`config.mk`:
```
export PLATFORM = sky130hd
export DESIGN_NAME = hsc_top
export DESIGN_NICKNAME = d
export VERILOG_FILES = /design/src/hsc_pkg.sv /design/src/hsc_divider.sv /design/src/hsc_top.sv
export SDC_FILE = /design/constraint.sdc
export NUM_CORES = 1
export LEC_CHECK = 0
export BUFFER_PORTS_ARGS = -buffer_cell sky130_fd_sc_hd__clkbuf_2
export CORE_ASPECT_RATIO = 2
export CORE_MARGIN = 4
export CORE_UTILIZATION = 25
export CTS_CLUSTER_SIZE = 24
export DETAILED_ROUTE_END_ITERATION = 16
export GPL_ROUTABILITY_DRIVEN = 0
export SLEW_MARGIN = 10
export SYNTH_ARGS = -nofsm -noshare
export SYNTH_HDL_FRONTEND = slang
export SYNTH_SLANG_ARGS = --single-unit
```
`constraint.sdc`:
```
create_clock -name clk_in -period 1.5 [get_ports clk_in]
set_clock_uncertainty 0.05 [all_clocks]
set_input_delay 0.3 -clock clk_in [delete_from_list [all_inputs] [get_ports clk_in]]
set_output_delay 0.3 -clock clk_in [all_outputs]
set_load 0.01 [all_outputs]
```
`src/hsc_pkg.sv`:
```
// Purpose: Shared constants and carriers for the halt standby controller.
// Assumes: One 250 MHz clock; wait counts are in CPU clock enables.
// Notes: The clock-enable divider supplies the CPU clock rate.
package hsc_pkg;

    // ==========================================================
    // Wait counts after release and divider ratio
    // ==========================================================
    localparam logic [3:0] HSC_WAIT_VECTOR = 4'h8;
    localparam logic [3:0] HSC_WAIT_RESUME = 4'h2;
    localparam logic [3:0] HSC_WAIT_ZERO = 4'h0;
    localparam logic [3:0] HSC_DIV_RATIO = 4'h4;
    localparam logic [3:0] HSC_DIV_ZERO = 4'h0;

    // ==========================================================
    // States
    // ==========================================================
    typedef enum logic [1:0] {
        HSC_RUN = 2'b00,
        HSC_HALT = 2'b01,
        HSC_WAIT = 2'b10
    } hsc_state_t;

    // Oscillator status bundle.
    typedef struct packed {
        logic fast_internal_osc_run;
        logic main_crystal_run;
        logic slow_internal_osc_run;
        logic sub_osc_run;
    } hsc_osc_t;

    // Oscillator hold value after reset: only the sub clock is held on.
    localparam hsc_osc_t HSC_OSC_HOLD_RST = 4'h1;

    // Reset sources bundle.
    typedef struct packed {
        logic pin;
        logic watchdog_reset_source;
        logic power_on_clear_source;
        logic low_voltage_detect_source;
    } hsc_rst_src_t;

    // Unit gating outputs.
    typedef struct packed {
        logic cpu_clk_en;
        logic flash_en;
        logic regulator_low;
        logic watchdog_clk_en;
        logic adc_en;
        logic sub_clk_hold;
    } hsc_gate_t;

    // Gate values after reset: CPU, flash, watchdog and sub clock hold on.
    localparam hsc_gate_t HSC_GATE_RST = 6'h35;

endpackage

```
`src/hsc_divider.sv`:
```
// Purpose: Divider producing a one-cycle enable at the CPU clock rate.
// Assumes: Ratio is at least one.
// Notes: Used to time the post-release wait in CPU clocks.
module hsc_divider
    import hsc_pkg::*;
(
    // Clock and reset
    input wire logic clk_in,
    input wire logic rst_in,
    // Enable
    output logic tick_out
);
    logic [3:0] cnt_q;
    logic [3:0] cnt_d;
    logic tick_q;
    logic tick_d;

    always_comb begin
        if (cnt_q == HSC_DIV_RATIO - 4'h1) begin
            cnt_d = HSC_DIV_ZERO;
            tick_d = 1'b1;
        end else begin
            cnt_d = cnt_q + 4'h1;
            tick_d = 1'b0;
        end
    end

    always_ff @(posedge clk_in or posedge rst_in) begin
        if (rst_in) begin
            cnt_q <= HSC_DIV_ZERO;
            tick_q <= 1'b0;
        end else begin
            cnt_q <= cnt_d;
            tick_q <= tick_d;
        end
    end

    assign tick_out = tick_q;
endmodule

```
`src/hsc_top.sv`:
```
// Purpose: HALT standby control while the CPU runs from the subsystem clock.
// Assumes: Interrupt pending already has masks applied by the interrupt logic.
// Notes: Reset sources are combined here into a CPU reset request.
module hsc_top
    import hsc_pkg::*;
(
    // Clock and reset
    input wire logic clk_in,
    input wire logic rst_in,
    // CPU side
    input wire logic halt_exec_in,
    input wire logic irq_unmasked_pending_in,
    input wire logic irq_accept_en_in,
    // Clock and option status
    input wire hsc_osc_t osc_in,
    input wire logic slow_osc_sw_stoppable_in,
    input wire logic periph_clk_run_in,
    input wire hsc_rst_src_t rst_src_in,
    // Status and control
    output logic halted_out,
    output logic vector_go_out,
    output logic resume_go_out,
    output logic cpu_reset_out,
    output hsc_gate_t gate_out,
    output hsc_osc_t osc_hold_out
);
    // ==========================================================
    // Clock enable
    // ==========================================================
    logic tick;

    hsc_divider u_div (
        .clk_in(clk_in),
        .rst_in(rst_in),
        .tick_out(tick)
    );

    // ==========================================================
    // Sequencer state
    // ==========================================================
    hsc_state_t state_q;
    hsc_state_t state_d;
    logic [3:0] wait_q;
    logic [3:0] wait_d;
    logic vec_q;
    logic vec_d;
    logic vgo_q;
    logic vgo_d;
    logic rgo_q;
    logic rgo_d;
    logic crst_q;
    logic crst_d;
    hsc_osc_t hold_q;
    hsc_osc_t hold_d;
    hsc_gate_t gate_q;
    hsc_gate_t gate_d;
    hsc_osc_t osc_out_q;
    hsc_osc_t osc_out_d;
    logic halted_q;
    logic halted_d;
    logic halt_next;
    logic halt_take;
    logic any_rst;

    assign any_rst = |rst_src_in;
    // A halt instruction is taken only from RUN and never against a reset source.
    assign halt_take = (state_q == HSC_RUN) && halt_exec_in && !any_rst;

    always_comb begin
        state_d = state_q;
        wait_d = wait_q;
        vec_d = vec_q;
        vgo_d = 1'b0;
        rgo_d = 1'b0;
        if (any_rst) begin
            state_d = HSC_RUN;
            wait_d = HSC_WAIT_ZERO;
            vec_d = 1'b0;
        end else begin
            unique case (state_q)
                HSC_RUN: begin
                    if (halt_exec_in) begin
                        state_d = HSC_HALT;
                    end
                end
                HSC_HALT: begin
                    if (irq_unmasked_pending_in) begin
                        state_d = HSC_WAIT;
                        vec_d = irq_accept_en_in;
                        // The extra clock comes from divider phase alignment.
                        wait_d = irq_accept_en_in ? HSC_WAIT_VECTOR
                                                  : HSC_WAIT_RESUME;
                    end
                end
                HSC_WAIT: begin
                    if (tick) begin
                        if (wait_q == 4'h1) begin
                            state_d = HSC_RUN;
                            wait_d = HSC_WAIT_ZERO;
                            vgo_d = vec_q;
                            rgo_d = !vec_q;
                        end else begin
                            wait_d = wait_q - 4'h1;
                        end
                    end
                end
                default: begin
                    state_d = HSC_RUN;
                end
            endcase
        end
    end

    // ==========================================================
    // Reset request
    // ==========================================================
    // Registered so that a short glitch on a source reaches the CPU as a full cycle.
    always_comb begin
        crst_d = any_rst;
    end

    always_ff @(posedge clk_in or posedge rst_in) begin
        if (rst_in) begin
            crst_q <= 1'b1;
        end else begin
            crst_q <= crst_d;
        end
    end

    // ==========================================================
    // Entry snapshot
    // ==========================================================
    // Loaded only on the halt edge, so a clock that changes while halted
    // cannot alter what the standby period keeps.
    always_comb begin
        hold_d = hold_q;
        if (halt_take) begin
            hold_d = osc_in;
        end
    end

    always_ff @(posedge clk_in or posedge rst_in) begin
        if (rst_in) begin
            hold_q <= '0;
        end else begin
            hold_q <= hold_d;
        end
    end

    // ==========================================================
    // Sequencer registers
    // ==========================================================
    always_ff @(posedge clk_in or posedge rst_in) begin
        if (rst_in) begin
            state_q <= HSC_RUN;
            wait_q <= HSC_WAIT_ZERO;
            vec_q <= 1'b0;
            vgo_q <= 1'b0;
            rgo_q <= 1'b0;
        end else begin
            state_q <= state_d;
            wait_q <= wait_d;
            vec_q <= vec_d;
            vgo_q <= vgo_d;
            rgo_q <= rgo_d;
        end
    end

    // ==========================================================
    // Unit gating and output stage
    // ==========================================================
    // Gates other than adc_en are computed from the next state so they switch on the same
    // edge as halted_out and no unit sees a stale enable.
    always_comb begin
        halt_next = (state_d != HSC_RUN);
        gate_d.cpu_clk_en = !halt_next;
        gate_d.flash_en = !halt_next;
        gate_d.regulator_low = halt_next && !hold_d.fast_internal_osc_run;
        gate_d.watchdog_clk_en = !(halt_next && slow_osc_sw_stoppable_in);
        gate_d.adc_en = periph_clk_run_in;
        gate_d.sub_clk_hold = halt_next;
        halted_d = halt_next;
        osc_out_d = hold_d;
        osc_out_d.sub_osc_run = hold_d.sub_osc_run | halt_next;
    end

    always_ff @(posedge clk_in or posedge rst_in) begin
        if (rst_in) begin
            halted_q <= 1'b0;
            gate_q <= HSC_GATE_RST;
            osc_out_q <= HSC_OSC_HOLD_RST;
        end else begin
            halted_q <= halted_d;
            gate_q <= gate_d;
            osc_out_q <= osc_out_d;
        end
    end

    // ==========================================================
    // Outputs
    // ==========================================================
    assign halted_out = halted_q;
    assign vector_go_out = vgo_q;
    assign resume_go_out = rgo_q;
    assign cpu_reset_out = crst_q;
    assign gate_out = gate_q;
    assign osc_hold_out = osc_out_q;
endmodule

```
# Word level (Yosys, flattened, before mapping)
# Index checks and enable logic that the tools add are counted.
# op_classes
addsub	2
eq_ne	6
n_mux	26
n_bitwise	1
reduce_logical	17
# ops
cell	count
$mux W4	7
$mux W1	12
$mux W2	5
$pmux W4 S2	1
$pmux W2 S3	1
$reduce_bool A2 Y1	3
$logic_not A1 Y1	5
$add A4 B1 Y4 const B	1
$eq A4 B1 Y1 const B	1
$eq A4 B2 Y1 const B	1
$logic_and A1 B1 Y1	4
$reduce_or A4 Y1	1
$sub A4 B1 Y4 const B	1
$ne A3 B2 Y1 const B	1
$ne A3 B3 Y1 const B	1
$reduce_and A3 Y1	1
$reduce_bool A3 Y1	1
$eq A2 B1 Y1 const B	1
$eq A2 B2 Y1 const B	1
$logic_not A2 Y1	1
$reduce_and A2 Y1	1
$or A1 B1 Y1	1
# totals
reg_bits	26
inputBits	15
output_inout_bits	14
elab_cells	71

# Longest topological paths before layout
# Gate-level depths: netlist of the first run.
# depth
ltp_word	8
ltp_mapped	5
depth_no_buf	5

# Hierarchy
# From an unflattened synthesis of the first run, not the netlist that was laid out.
# hier_totals
cells_unflattened	101
hier_area_um2	1243.7
# modules_own_cells
mod	n_inst	cells_per_inst	area_each_um2	seq_area_each_um2
hsc_top	1	87	1051.0	531.8
hsc_divider	1	14	192.7	125.1

# Worst setup path after synthesis of the first run
# No wires, ideal clock.
# synth_timing
path_type	register to register
from	reg wait_q[0]
to	reg gate_q, in the netlist gate_out[3]
setup_ns	0.122
t_arrival_ns	1.331
required_time_ns	1.328
setup_slack_ns	-0.003
path_stages_with_launch	5
path_buffers	0
synth_period_minus_slack_ns	1.503
path_cell_list	dfrtp_1 -> ha_1 -> and4bb_2 -> o21a_1 -> a2111oi_1
# synth_lines
element	line_no	rtl
from (decl)	hsc_top.sv:43	logic [3:0] wait_q;
from (signal assigned)	hsc_top.sv:162	wait_q <= wait_d;
to (signal assigned)	hsc_top.sv:194	gate_q <= gate_d;
to (decl)	hsc_top.sv:55	hsc_gate_t gate_q;

# Worst setup path in the final report of the first run
# layout_timing
from	reg wait_q[2]
to	reg wait_q[3]
# layout_via
elab_chain_cells	5
elab_cells_between_ends	6
# layout_lines
element	line_no	rtl
$sub A4 B1 Y4 or $eq A4 B1 Y1 (tied branches)	hsc_top.sv:103, hsc_top.sv:97	
$mux W4 *	hsc_top.sv:97	if (wait_q == 4'h1) begin
$mux W4 *	hsc_top.sv:96	if (tick) begin
$pmux W4 S2 *	hsc_top.sv:80	unique case (state_q)
$mux W4 *	hsc_top.sv:75	if (any_rst) begin
# Mark *: on every way between the ends. The rest lies on a longest branch, timed or not. The select of a mux whose other input is x is not followed.
# A chain may end at the register's enable or synchronous reset.

==> flow_summary.toml, run 1 <==
[status]
status = "complete, but fails checks"
violations = "hold timing"

[worst_setup_path]
rr_worst_depth = 3
r2r-end = "wait_q[3]"
critPathLaunchType = "flip-flop"
reg2reg_slack_ns = 0.03
rr_startpoint = "wait_q[2]"
arrival_ns = 1.62
path_class = "flip-flop to flip-flop"
crit_path_max_fanout = 3
worstSetupStartpoint = "wait_q[2]"
required_ns = 1.65
cp-end-kind = "flip-flop"

[synth]
postSynthCellCount = 93
synth_edf_count = 0
ys_ff_latch = 26
syn-mean-instance-area_um2 = 12.1
yosysWarnings = 0
async_reset_ff_frac = 1.00
synth.yosys.seq_area_share = 0.581
synth-main-ff-cell = "dfrtp_1"
syn_area_um2 = 1130
synth_fp_nets = 111
synth_cell_types = 34

[route]
vias = 848
wl_per_cell_um = 14.1
vias_per_cell = 4.66
drt_iter0_drc = 18
drc = 0
dr.pass1.iters = 4
drt-total-wl_um = 2570
antenna_left = 0

[die]
dieArea_um2 = 5720
die_y_um = 103
start_util = 0.258
fp.dieW_um = 55.5
rows = 34
core_um2 = 4380
io-pin-count = 29

[power_and_ir_drop]
power_density_nw_per_um2 = 910
power_leakage_nw = 0.664
vdd_drop_max_v = 0.000427

[sta]
rsz0062_at_grt = "true"
final.setup.tns_ns = 0
setup_viol = 0
finalHoldViolations = 11
max_slew_margin = 0.773
finalWorstPathRequiredPeriod_ns = 1.47
finalWorstSetupSlack_ns = 0.0300
finalCritPeriodShare = 0.980
finalMaxSlewViolations = 0
whs_ns = -0.0118
fmax_mhz = 680
tightest_slew_ns = 0.339

[clock_network]
htree_levels = 1
cts_tree = "yes"
clk_pin_slew_worst_paths_ns = 0.09
cts-root-buf = "clkbuf_8"
cts_inserted_buffers = 3
cts_sinks = 26
cts_buffer_depth = 2
holdBufCountCts = 0
clk_latency_ns = 0.27

[global_route]
grt.overflow.total = 0
grt_pass1_vias = 890
met2_usage = 0.187
met1_usage = 0.0933
grt_pass1_wl_um = 4150
antenna_found_initial = 0
top_usage_layer = "met2"
met3_usage = 0.0163
grt_max_degree = 27
track_usage = 0.0941

[place]
numPortBuffers = 28
dp_hpwl_um = 1980
dp_slack_ns = -0.0597

[cells_and_area]
final_cell_mix = "clkbuf_2, dfrtp_1, buf_4"
final_common_cell = "clkbuf_2"
nNetsFinal = 147
syn_to_final_growth_pct = 28.2
fill_cells = 436
antenna_cells = 0
drive_gt1_frac = 0.469

[job]
cap_violations = 0

[worst_hold_path]
hp-class = "primary input to async pin"
[power by group]
part,switching [W],internal [W]
registers,0.0000153,0.000743
logic,0.0000772,0.0000732
clock network,0.000220,0.000190
total,0.000312,0.00101
[cells by family after synthesis]
kind of cell / Yosys count / share of synthesized area
AND/OR/NAND/NOR: 32 / 0.193
flip-flops: 26 / 0.581
AO/OA/AOI/OAI: 15 / 0.0897
buffers and inverters: 12 / 0.0554
multiplexers: 4 / 0.0399
adder cells (fa/ha/maj): 3 / 0.0332
XOR/XNOR: 1 / 0.00775
[state kept, by name, summed over array words and instances, names as in the netlist]
register and cells:
gate_out 5, osc_hold_out 4, u_div.cnt_q 4, wait_q 4, state_q 2, cpu_reset_out 1
halted_out 1, hold_q 1, resume_go_out 1, u_div.tick_out 1, vec_q 1, vector_go_out 1
[layer usage]
metal,vias up,routed length [um]
li1,396,-
met5,-,0
met3,5,57
met1,434,886
met2,13,1580
met4,0,46
[through the flow]
stage               power (W)  std cells  cell area (um2)  utilization
detailed placement   0.000924        176             1350        0.309
global placement     0.000919        176             1350        0.309
finish                0.00132        182             1450        0.331
global route          0.00138        182             1450        0.331
CTS                   0.00133        181             1420        0.324
floorplan            0.000870         93             1130            -
[area by class of cell]
| cell class | count | area [um2] | area share |
|---|---|---|---|
| timing repair buffer | 37 | 208 | 0.143 |
| multi-input combinational | 55 | 448 | 0.309 |
| inverter | 6 | 22.5 | 0.0155 |
| tap | 54 | 67.6 | 0.0466 |
| clock buffer | 4 | 45.0 | 0.0311 |
| sequential | 26 | 658 | 0.454 |
[repair_timing]
item,CTS,global route
resized for setup,3,8
endpoints found under the setup margin,3,8
buffers inserted,1,1
cloned,0,0
pin swaps,3,1
[worst max-delay path by stage]
stage             endpoint  slack, ns  cells after the start
2_1_floorplan  gate_out[3]       0.03                      4
3_3_place_gp   gate_out[3]     -0.009                      4
3_5_place_dp   gate_out[3]      -0.06                      4
4_1_cts          wait_q[2]      -0.01                      5
5_1_grt          wait_q[3]      -0.03                      3
6_report         wait_q[3]       0.03                      3
[worst max-delay path, stage by stage (launching register included)]
cell and delay, ns:
dfrtp_1 0.41, or3_4 0.40, or4_1 0.40, a31oi_1 0.13
[cells in the mapped netlist, drive strengths merged (2+ instances only)]
master,number,area (um2)
a21oi,4,20.0
buf,5,35.0
dfrtp,21,526
dfstp,5,131
ha,3,37.5
inv,6,22.5
mux2,4,45.0
nand2,5,18.8
nand3,6,30.0
nand3b,2,27.5
nand4b,2,17.5
nor2,4,15.0
nor3b,3,22.5
nor4,3,33.8
o21a,2,15.0
o21ai,2,10.0
or3,3,20.0
No activity file was read; power rests on OpenSTA's default activity.
==> inputs of run 2 (changes only) <==
==> constraint.sdc (replaced) <==
create_clock -name clk_in -period 1.8 [get_ports clk_in]
set_clock_uncertainty 0.05 [all_clocks]
set_input_delay 0.36 -clock clk_in [delete_from_list [all_inputs] [get_ports clk_in]]
set_output_delay 0.36 -clock clk_in [all_outputs]
set_load 0.01 [all_outputs]
==> run 2 against run 1 <==
  * The run now ends clean
  * Critical path depth increased by 1
  * Flip-flop and latch count stayed put
  * Hold slack better by 0.065 ns
  * Count of clock-buffer cells in the layout is 1 lower
  * Highest routed layer unchanged
  * Power shrank 6.6%
  * Register-to-register slack improved by 0.16 ns
  * Die area is the same
  * Combinational power is 26% lower
  * First-iteration DRC count is 17% higher
  * Non-clock buffer count shrank 8
  * Core utilization decreased by 1.7 points
  * Clock power is 19% higher
==> flow_summary.toml, run 2 (synthesis gave the netlist of run 1 again) <==
[die]
fp.dieW_um = 55.5
core_um2 = 4380
dieArea_um2 = 5720
start_util = 0.258
io-pin-count = 29
rows = 34
die_y_um = 103

[cells_and_area]
final_cell_mix = "clkbuf_2, dfrtp_1, nand3_1, inv_1"
antenna_cells = 0
instances_no_fill = 174
drive_gt1_frac = 0.383
syn_to_final_growth_pct = 21.8
nNetsFinal = 139
largest_reg_flops = 5
postLayoutCoreUtil = 0.314
final_common_cell = "clkbuf_2"

[worst_setup_path]
endpoint = "gate_out[3]"
cp-end-kind = "flip-flop"
worstSetupStartpoint = "wait_q[0]"
rr_worst_depth = 4
r2r-end = "gate_out[3]"
crit_slowest_cell = "dfrtp_1"
crit_path_max_fanout = 5
arrival_ns = 1.73
rr_startpoint = "wait_q[0]"
crit_buf_inv = 0
path_delay_family = "compound AO/OA/AOI/OAI gates"
path_cells = "ha_1 -> and4bb_2 -> o21a_1 -> a2111oi_1"
critPathLaunchType = "flip-flop"
reg2reg_slack_ns = 0.19
max_stage_delay_ns = 0.43
required_ns = 1.92
path_class = "flip-flop to flip-flop"
crit_cells = 4

[place]
numPortBuffers = 28
dp_hpwl_um = 1750
placed_cells = 170
dp_slack_ns = 0.185

[sta]
finalCritPeriodShare = 0.895
finalMaxSlewViolations = 0
tightest_slew_ns = 0.382
finalWorstPathRequiredPeriod_ns = 1.61
finalWorstSetupSlack_ns = 0.189
max_slew_margin = 0.743
finalHoldViolations = 0
setup_viol = 0
rsz0062_at_grt = "false"
fmax_mhz = 621
final.setup.tns_ns = 0

[job]
cap_violations = 0

[global_route]
grt_pass1_wl_um = 3880
grt_max_degree = 27
grt.overflow.total = 0
track_usage = 0.0875
grt_pass1_vias = 864
antenna_found_initial = 0

[status]
status = "finished clean"

[clock_network]
holdBufCountCts = 0
cts_tree = "yes"
clk_pin_slew_worst_paths_ns = 0.09
cts_sinks = 26
clk_latency_ns = 0.27
cts-root-buf = "clkbuf_8"
cts_buffer_depth = 2
cts_inserted_buffers = 3
htree_levels = 1
cts_resized = 0
postCtsSetupBuffers = 0

[route]
vias = 799
wl_per_cell_um = 13.1
drc = 0
dr.pass1.iters = 4
antenna_left = 0
drt-total-wl_um = 2280
drt_iter0_drc = 21
vias_per_cell = 4.59

[power_and_ir_drop]
vdd_drop_max_v = 0.000687
p_total_w = 0.00123
power_leakage_nw = 0.637
power_density_nw_per_um2 = 895

[worst_hold_path]
hp-class = "primary input to async pin"
run 2: area by class of cell:
cell class | instances | area, um2
Sequential cell | 26 | 657
Fill cell | 453 | 3010
Multi-Input combinational cell | 55 | 410
Tap cell | 54 | 67.6
Inverter | 6 | 22.5
Clock buffer | 3 | 41.3
Timing Repair Buffer | 29 | 148
Clock inverter | 1 | 30.0
run 2: tightest hold or removal path, cell delays in order:
cell and delay [ns]:
clkbuf_2 0.08, inv_1 0.04, buf_4 0.30
run 2: per-stage QoR:
step	instance area, um2	hold slack, ns
after floorplan	1130	0.341
after global placement	1310	0.355
after detailed placement	1310	0.374
after CTS	1380	0.0649
after global routing	1380	0.0889
final	1380	0.0537
run 2: where the power goes:
| part | total [W] | switching (W) | internal (W) |
|---|---|---|---|
| Combinational | 0.000111 | 0.0000571 | 0.0000544 |
| Clock | 0.000487 | 0.000189 | 0.000298 |
| Sequential | 0.000633 | 0.0000140 | 0.000619 |
| Total | 0.00123 | 0.000260 | 0.000971 |
run 2: worst min-delay path by stage:
stage | startpoint | end | slack, ns | cells after the start
6_report | rst_in | gate_out[1] | 0.05 | 3
3_5_place_dp | rst_in | gate_out[1] | 0.37 | 3
5_1_grt | rst_in | state_q[1] | 0.09 | 3
2_1_floorplan | periph_clk_run_in | gate_out[1] | 0.34 | 0
3_3_place_gp | rst_in | gate_out[1] | 0.35 | 3
4_1_cts | rst_in | state_q[0] | 0.06 | 3
run 2: metal layers:
layer	vias to the layer above	track usage	routed length (um)
met1	391	0.0815	768
met4	0	0.0524	73
li1	381	-	-
met2	20	0.172	1360
met3	7	0.0163	80
met5	-	0	0
